--- src/include/gbps_consts.vh ---
// Constants for the status/control bit pointer of the first general pin
`ifndef GBPS_CONSTS_VH
`define GBPS_CONSTS_VH

// --------------------------------------------------------------
// Register map
// --------------------------------------------------------------
`define GBPS_ADDR_W 16
`define GBPS_PTR_ADDR_HI 16'h00E0
`define GBPS_PTR_ADDR_LO 16'h00E1
`define GBPS_PTR_RESET 16'h0000
`define GBPS_RDATA_UNMAPPED 8'h00
`define GBPS_PTR_W 16
`define GBPS_DATA_W 8
// High byte of the pointer sits at the lower address
`define GBPS_HI_MSB 15
`define GBPS_HI_LSB 8
`define GBPS_LO_MSB 7
`define GBPS_LO_LSB 0

// --------------------------------------------------------------
// Pointer field layout
// --------------------------------------------------------------
`define GBPS_BIT_MSB 14
`define GBPS_BIT_LSB 12
`define GBPS_PAGE_MSB 11
`define GBPS_PAGE_LSB 8
`define GBPS_OFS_MSB 6
`define GBPS_OFS_LSB 0
`define GBPS_BIT_W 3
`define GBPS_PAGE_W 4
`define GBPS_OFS_W 7
// Writable bits; 15 and 7 are reserved
`define GBPS_PTR_WMASK 16'h7F7F

// --------------------------------------------------------------
// Map geometry
// --------------------------------------------------------------
`define GBPS_PAGE_BYTES 128
`define GBPS_MAP_ADDR_W 11

`endif

--- src/verilog/gbps_ptr_decode.v ---
// Pointer field split, map address forming and bit pick
`timescale 1ns/10ps
`default_nettype none
`include "gbps_consts.vh"

module gbps_ptr_decode (
	input wire [`GBPS_PTR_W-1:0] ptr_i,
	input wire [`GBPS_DATA_W-1:0] map_byte_i,
	output wire [`GBPS_BIT_W-1:0] bit_sel_o,
	output wire [`GBPS_PAGE_W-1:0] page_o,
	output wire [`GBPS_OFS_W-1:0] offset_o,
	output wire [`GBPS_MAP_ADDR_W-1:0] map_addr_o,
	output wire map_bit_o
);

	assign bit_sel_o = ptr_i[`GBPS_BIT_MSB:`GBPS_BIT_LSB];
	assign page_o = ptr_i[`GBPS_PAGE_MSB:`GBPS_PAGE_LSB];
	assign offset_o = ptr_i[`GBPS_OFS_MSB:`GBPS_OFS_LSB];
	// 128-byte pages, so page and offset simply concatenate; 16 pages fill the map
	assign map_addr_o = {page_o, offset_o};
	assign map_bit_o = map_byte_i[bit_sel_o];

endmodule
`default_nettype wire

--- src/verilog/gbps_top.v ---
// Bit pointer register tying the first general pin to one host map bit
`timescale 1ns/10ps
`default_nettype none
`include "gbps_consts.vh"

// Summary of operation
// - Pointer fields act only while first general pin is in status/control mode.
// - Pointer bits 14:12 pick the bit within the addressed byte.
// - Pointer bits 11:8 give the register page number.
// - Pointer bits 6:0 give the byte offset inside the page.
// - Pages hold 128 bytes; pages 0 to 15 cover the whole map.
module gbps_top (
	input wire clk_sys_i,
	input wire resetn_i,
	input wire [`GBPS_ADDR_W-1:0] reg_addr_i,
	input wire reg_wr_i,
	input wire [7:0] reg_wdata_i,
	input wire reg_rd_i,
	input wire sc_mode_i,
	input wire [7:0] map_byte_i,
	output reg [7:0] reg_rdata_o,
	output reg ptr_active_o,
	output reg [`GBPS_BIT_W-1:0] bit_sel_o,
	output reg [`GBPS_MAP_ADDR_W-1:0] map_addr_o,
	output reg first_general_pin_bit_o
);

	// --------------------------------------------------------------
	// Reset release
	// --------------------------------------------------------------
	// Assertion acts at once; release waits two edges so that no flop
	// leaves reset on an edge that falls close to the rising pin
	reg rst_meta_r;
	reg rst_sync_r;
	wire rstn;

	always @(posedge clk_sys_i or negedge resetn_i) begin
		if (!resetn_i) begin
			rst_meta_r <= 1'b0;
			rst_sync_r <= 1'b0;
		end else begin
			rst_meta_r <= 1'b1;
			rst_sync_r <= rst_meta_r;
		end
	end

	assign rstn = rst_sync_r;

	// --------------------------------------------------------------
	// Host access decode
	// --------------------------------------------------------------
	// Two byte addresses belong to this block; paging is resolved
	// upstream, so the address arrives linear
	wire hit_hi;
	wire hit_lo;
	wire wr_hi;
	wire wr_lo;

	assign hit_hi = (reg_addr_i == `GBPS_PTR_ADDR_HI);
	assign hit_lo = (reg_addr_i == `GBPS_PTR_ADDR_LO);

	assign wr_hi = reg_wr_i && hit_hi;
	assign wr_lo = reg_wr_i && hit_lo;

	// --------------------------------------------------------------
	// Pointer register
	// --------------------------------------------------------------
	// Lane 1 is the high byte, lane 0 the low byte
	localparam N_LANES = `GBPS_PTR_W / `GBPS_DATA_W;

	reg [`GBPS_PTR_W-1:0] status_control_bit_pointer_r;
	wire [`GBPS_PTR_W-1:0] ptr_nxt;
	wire [`GBPS_PTR_W-1:0] ptr_wmask;
	wire [N_LANES-1:0] lane_wr;

	assign ptr_wmask = `GBPS_PTR_WMASK;
	assign lane_wr = {wr_hi, wr_lo};

	// Each byte lands on its own, with no atomic pair: a host moving
	// page and offset may point at a mixed location for a cycle
	genvar lane;
	generate
		for (lane = 0; lane < N_LANES; lane = lane + 1) begin : g_lane
			wire [`GBPS_DATA_W-1:0] cur_byte;
			wire [`GBPS_DATA_W-1:0] new_byte;
			wire [`GBPS_DATA_W-1:0] keep_mask;

			assign cur_byte = status_control_bit_pointer_r[lane*`GBPS_DATA_W +: `GBPS_DATA_W];
			assign keep_mask = ptr_wmask[lane*`GBPS_DATA_W +: `GBPS_DATA_W];
			assign new_byte = lane_wr[lane] ? reg_wdata_i : cur_byte;
			// Reserved bits never store a one, so they read back as zero
			assign ptr_nxt[lane*`GBPS_DATA_W +: `GBPS_DATA_W] = new_byte & keep_mask;
		end
	endgenerate

	always @(posedge clk_sys_i or negedge rstn) begin
		if (!rstn) begin
			status_control_bit_pointer_r <= `GBPS_PTR_RESET;
		end else begin
			status_control_bit_pointer_r <= ptr_nxt;
		end
	end

	// --------------------------------------------------------------
	// Read path
	// --------------------------------------------------------------
	reg [`GBPS_DATA_W-1:0] rdata_nxt;

	always @* begin
		case (reg_addr_i)
			`GBPS_PTR_ADDR_HI: begin
				rdata_nxt = status_control_bit_pointer_r[`GBPS_HI_MSB:`GBPS_HI_LSB];
			end
			`GBPS_PTR_ADDR_LO: begin
				rdata_nxt = status_control_bit_pointer_r[`GBPS_LO_MSB:`GBPS_LO_LSB];
			end
			// Foreign addresses read as zero; no error is flagged
			default: begin
				rdata_nxt = `GBPS_RDATA_UNMAPPED;
			end
		endcase
	end

	// Read data holds until the next read strobe; a read in a write
	// cycle returns the byte as it was before that write
	always @(posedge clk_sys_i or negedge rstn) begin
		if (!rstn) begin
			reg_rdata_o <= `GBPS_RDATA_UNMAPPED;
		end else if (reg_rd_i) begin
			reg_rdata_o <= rdata_nxt;
		end
	end

	// --------------------------------------------------------------
	// Pointer decode
	// --------------------------------------------------------------
	wire [`GBPS_BIT_W-1:0] dec_bit;
	wire [`GBPS_MAP_ADDR_W-1:0] dec_addr;
	wire dec_map_bit;

	// Page and offset already travel inside the map address
	gbps_ptr_decode u_decode (
		.ptr_i(status_control_bit_pointer_r),
		.map_byte_i(map_byte_i),
		.bit_sel_o(dec_bit),
		.page_o(),
		.offset_o(),
		.map_addr_o(dec_addr),
		.map_bit_o(dec_map_bit)
	);

	// --------------------------------------------------------------
	// Pin mode gate
	// --------------------------------------------------------------
	// Mode comes from pin configuration logic on this clock, so no
	// synchroniser; outside status/control every pointer output sits at zero
	reg ptr_active_nxt;
	reg [`GBPS_BIT_W-1:0] bit_sel_nxt;
	reg [`GBPS_MAP_ADDR_W-1:0] map_addr_nxt;
	reg pin_bit_nxt;

	always @* begin
		ptr_active_nxt = 1'b0;
		bit_sel_nxt = {`GBPS_BIT_W{1'b0}};
		map_addr_nxt = {`GBPS_MAP_ADDR_W{1'b0}};
		pin_bit_nxt = 1'b0;

		if (sc_mode_i) begin
			ptr_active_nxt = 1'b1;
			bit_sel_nxt = dec_bit;
			map_addr_nxt = dec_addr;
			pin_bit_nxt = dec_map_bit;
		end
	end

	// --------------------------------------------------------------
	// Output registers
	// --------------------------------------------------------------
	// The picked bit trails a pointer change by two cycles, one more than map_addr_o, because the
	// map byte answers the address shown at the previous edge
	always @(posedge clk_sys_i or negedge rstn) begin
		if (!rstn) begin
			ptr_active_o <= 1'b0;
		end else begin
			ptr_active_o <= ptr_active_nxt;
		end
	end

	always @(posedge clk_sys_i or negedge rstn) begin
		if (!rstn) begin
			bit_sel_o <= {`GBPS_BIT_W{1'b0}};
		end else begin
			bit_sel_o <= bit_sel_nxt;
		end
	end

	always @(posedge clk_sys_i or negedge rstn) begin
		if (!rstn) begin
			map_addr_o <= {`GBPS_MAP_ADDR_W{1'b0}};
		end else begin
			map_addr_o <= map_addr_nxt;
		end
	end

	always @(posedge clk_sys_i or negedge rstn) begin
		if (!rstn) begin
			first_general_pin_bit_o <= 1'b0;
		end else begin
			first_general_pin_bit_o <= pin_bit_nxt;
		end
	end

endmodule
`default_nettype wire

--- config.mk ---
export PLATFORM = sky130hd
export DESIGN_NAME = gbps_top
export DESIGN_NICKNAME = d
export VERILOG_FILES = /design/src/verilog/gbps_ptr_decode.v /design/src/verilog/gbps_top.v
export VERILOG_INCLUDE_DIRS = /design/src /design/src/include
export SDC_FILE = /design/constraint.sdc
export NUM_CORES = 1
export LEC_CHECK = 0
export BUFFER_PORTS_ARGS = -buffer_cell sky130_fd_sc_hd__buf_2
export CORE_UTILIZATION = 47
export DETAILED_ROUTE_END_ITERATION = 16
export GPL_TIMING_DRIVEN = 0
export PLACE_DENSITY = 0.76
export RECOVER_POWER = 25
export SLEW_MARGIN = 20
export SYNTH_ARGS = -nofsm -noshare
export SYNTH_HDL_FRONTEND = slang
export SYNTH_SLANG_ARGS = --single-unit
export TNS_END_PERCENT = 30
--- constraint.sdc ---
create_clock -name clk_sys_i -period 1.6 [get_ports clk_sys_i]
set_input_delay 0.32 -clock clk_sys_i [delete_from_list [all_inputs] [get_ports clk_sys_i]]
set_output_delay 0.32 -clock clk_sys_i [all_outputs]
set_load 0.1 [all_outputs]
## Yosys cells after proc, flatten, opt, wreduce, memory -nomap -nowiden

Index checks and enable logic that the tools add are counted.

| storage, ports and cells | value |
|---|---|
| register bits | 40 |
| memories kept | 0 |
| output and inout port bits | 24 |
| latch bits | 0 |
| ROM bits | 0 |
| bits of input ports | 37 |
| bits in writable memories | 0 |
| logic and storage cells | 21 |

| operators by class | value |
|---|---|
| mux-type cells | 7 |
| shifts and indexed selects | 0 |
| magnitude comparators | 1 |
| bitwise logic cells | 0 |
| equality and inequality tests | 2 |
| add/subtract/negate cells | 0 |
| reduce and logical (&&, ||, !) cells | 2 |
| div/mod/pow operators | 0 |
| $mul | 0 |

Operators with widths:

| cell | number |
|---|---|
| $eq 16x8->1 const B | 2 |
| $pmux 7 s2 | 1 |
| $mux 11 | 1 |
| $lt 3x4->1 const B | 1 |
| $bmux 1 s3 | 1 |
| $mux 1 | 3 |
| $mux 3 | 1 |
| $logic_and 1x1->1 | 2 |

## Logic depth before layout (Yosys ltp)

| logic depth | value |
|---|---|
| depth in word-level cells | 3 |
| depth in mapped cells | 5 |

## Hierarchy

From an unflattened synthesis, not the netlist that was laid out.

| unflattened totals | value |
|---|---|
| cell total of the unflattened synthesis | 126 |
| area, all modules | 1734.2 um^2 |

By module, submodules not included:

| module | seq. area each (um^2) | times used | area an instance (um^2) | cells each |
|---|---|---|---|---|
| gbps_top | 975.9 | 1 | 1482.7 | 98 |
| gbps_ptr_decode | 0.0 | 1 | 251.5 | 28 |

## Least setup slack after synthesis

Ideal clock, no wire load.

| path | value |
|---|---|
| kind | input-to-reg |
| start | in reg_addr_i[8] |
| end | reg status_control_bit_pointer_r[10] |
| setup slack | -0.036 ns |
| arrival | 1.511 ns |
| cell stages on the path | 4 |
| required time | 1.475 ns |
| setup time | 0.125 ns |
| path through | nor4_1 nand4_1 nor3b_4 mux2_2 |

| between the ends | value |
|---|---|
| cells in the longest elaborated chain, start to end | 2 |

RTL lines:

| item | RTL line | source |
|---|---|---|
| start, declared | gbps_top.v:15 | `` input wire [`GBPS_ADDR_W-1:0] reg_addr_i, `` |
| $eq 16x8->1 | -- |  |
| $logic_and 1x1->1 | gbps_top.v:62 | `assign wr_hi = reg_wr_i && hit_hi;` |
| end signal, assigned | gbps_top.v:98 | `` status_control_bit_pointer_r <= `GBPS_PTR_RESET; `` |
| end signal, assigned | gbps_top.v:100 | `status_control_bit_pointer_r <= ptr_nxt;` |
| end, declared | gbps_top.v:71 | `` reg [`GBPS_PTR_W-1:0] status_control_bit_pointer_r; `` |

No other way between the ends.
A chain may end at the register's enable or synchronous reset.

## Worst setup path in the final report

| path | value |
|---|---|
| start | in reg_addr_i[8] |
| end | reg status_control_bit_pointer_r[12] |

Same word-level chain as after synthesis.

==> flow_summary.ini <==
[logic_synthesis]
yosys_warnings = 0
synthesis.area_um2 = 1520
synth_edf_count = 0
syn_nets = 138
yosysTopAreaCellShare = 0.643
yosys-top-cells-count = 39 x dfrtp_1, 14 x and2_1, 14 x mux2_2
synth.avg_cell_area_um2 = 15.0
async_reset_ff_frac = 1.00
ys_ff_latch = 39
post-synth-top-count-cell = dfrtp_1
synthTopCellsByArea = dfrtp_1 64%, mux2_2 10%, and2_1 5.8%
dominantRegCellSynth = dfrtp_1
ys_types = 20
synth_top_area_cell = dfrtp_1
ys_seq_area_frac = 0.643
syn_inst = 101

[floorplan]
start_util = 0.498
dieArea_um2 = 3460
rows = 20
die_h_um = 58.9
ios = 61
core_um2 = 3050
die_x_um = 58.9

[timing]
min_period_ns = 1.53
drv_slew = 0
relSlewSlack = 0.494
finalHoldViolCount = 0
max_freq_ghz = 0.653
skew_ns = 0.00903
final-setup-viol-count = 0
worstMarginPinSlew_ns = 0.759
period_share = 0.958

[layout]
multiInputGateArea_um2 = 524
fin_cells = 213
nFillCells = 256
fin_util = 0.641
drive_gt1_frac = 0.515
register_area_um2 = 977
syn_to_final_growth_pct = 28.8
n_antenna_cell = 0
finalNetCount = 205

[run]
max_cap_viol_count = 0

[clocking]
path_clk_slew_ns = 0.11
cts_buffers = 5
clk_latency_ns = 0.33
cts-root-buf = clkbuf_4
cts_max_level = 2
cts_sinks = 39
clock_path_buffers = 2
cts_tree = done

[routing]
drc = 0
drt_iter0_drc = 34
vias_per_cell = 4.90
via_count = 1043
wl_per_cell_um = 13.5
ant_nets = 0
wirelength_mm = 2.88
dr.pass1.iters = 4

[hold_path]
holdCritPathClass = primary input to register

[worst_setup_path]
endpoint_kind = register
timing_worst_setup_path_type = primary input to register
critical_path_depth = 6
cp_cell_sequence = buf_2 > nor4_1 > nand4_1 > nor3b_4 > buf_4 > mux2_2
r2r_cells = 3
crit_family = simple AND/OR/NAND/NOR gates
setup.worst_path.start = reg_addr_i[8]
r2r-start = status_control_bit_pointer_r[12]
cp.buffers_inverters = 2
cp-endpoint = status_control_bit_pointer_r[12]
crit_fanout = 4
slowest_stage = mux2_2
cp.required_ns = 1.81
startpoint_type = primary input
r2r_slack_ns = 0.29
cp.arrival_ns = 1.74
cpPeakStageDelay_ns = 0.34
reg2reg_to = first_general_pin_bit_o

[pwr]
peakVddDrop_uv = 444
leakage_uw = 0.00105
p_per_area_nw_per_um2 = 851
finalPower_uw = 1670

[placed_design]
hpwl_mm = 2.07
dp.cells = 202
place.gp.congestion = 0.780
io_buffers = 57

[grt]
grt_pass1_vias = 1084
grt-ovfl-total = 0
grtUsageTotal = 0.190
grt_pass1_wl_mm = 4.64
antenna_found_initial = 0
grt_max_degree = 38

[outcome]
status = finished clean
-- what timing repair did --
item,4_1_cts,5_1_grt
hold buffers,1,0
setup endpoints to repair,0,14
buffers inserted,0,2
resized for setup,0,1
endpoints found under the hold margin,2,0
-- routing by layer --
metal / global-route usage / vias up / wire (µm) / share of wire
li1: - / 486 / - / -
met1: 0.199 / 514 / 1140 / 0.40
met2: 0.341 / 39 / 1560 / 0.54
met3: 0.0769 / 4 / 141 / 0.049
met4: 0.0714 / 0 / 36 / 0.013
met5: 0 / - / 0 / 0
-- state kept, by name, indices dropped and copies added (netlist names) --
name                          count
first_general_pin_bit_o           1
rst_sync_r                        1
map_addr_o                       11
bit_sel_o                         3
ptr_active_o                      1
reg_rdata_o                       7
rst_meta_r                        1
status_control_bit_pointer_r     14
-- per-stage QoR --
stage / instance area [µm²] / hold slack (ns) / TNS, ns / worst slack (ns)
2_1_floorplan: 1520 / 0.0244 / -0.101 / -0.0144
3_3_place_gp: 1860 / 0.106 / -4.47 / -0.311
3_5_place_dp: 1860 / 0.108 / -4.88 / -0.324
4_1_cts: 1940 / 0.148 / 0 / 0.0315
5_1_grt: 1960 / 0.166 / -0.0422 / -0.0221
6_report: 1960 / 0.180 / 0 / 0.0675
-- worst register-to-register path, delay by kind of cell (launching register included) --
kind	cells	cell delay (ns)
mux	2	0.68
flops	1	0.49
simple gates	1	0.06
-- how the worst min path moves through the flow --
stage	startpoint	end	slack, ns	cells after the start
detailed placement	resetn_i	rst_meta_r	0.11	1
global route	sc_mode_i	ptr_active_o	0.17	1
floorplan	resetn_i	rst_meta_r	0.02	0
CTS	sc_mode_i	ptr_active_o	0.15	1
global placement	resetn_i	rst_meta_r	0.11	1
finish	sc_mode_i	ptr_active_o	0.18	1
-- cells by family (layout without fill, tap and decap cells) --
| group | Yosys count | after routing | share of synthesized area |
|---|---|---|---|
| AO/OA/AOI/OAI | 7 | 7 | 0.0404 |
| buffers and inverters | 5 | 73 | 0.0156 |
| flip-flops | 39 | 39 | 0.643 |
| multiplexers | 24 | 24 | 0.186 |
| other | 2 | 2 | 0.00494 |
| AND/OR/NAND/NOR | 24 | 24 | 0.110 |
-- layout by cell type (no fill, tap or decap) --
master,count
clkbuf_1,5
nor3b_4,1
nor2b_1,1
inv_1,1
dfrtp_1,38
o2bb2ai_1,7
mux4_2,2
buf_4,3
nor2_4,1
or2_2,1
nand2_1,1
dlygate4sd3_1,1
mux2i_1,8
mux2_2,14
and2_1,4
conb_1,2
nand4_1,1
clkbuf_4,5
dfrtp_2,1
and4bb_2,1
nor4_1,2
clkbuf_8,2
nor3b_1,1
and2_0,10
buf_2,56
-- final cells by class --
class | instances | share of cell area
tap | 44 | 0.0281
multi-input combinational | 57 | 0.268
sequential | 39 | 0.499
buffer | 4 | 0.0102
timing repair buffer | 60 | 0.157
inverter | 1 | 0.00192
clock buffer | 8 | 0.0352
-- where the power goes --
group          internal [µW]  switching, µW
registers                990           17.4
logic                   46.3           63.5
clock network            259            290
(Power assumes the default switching activity.)
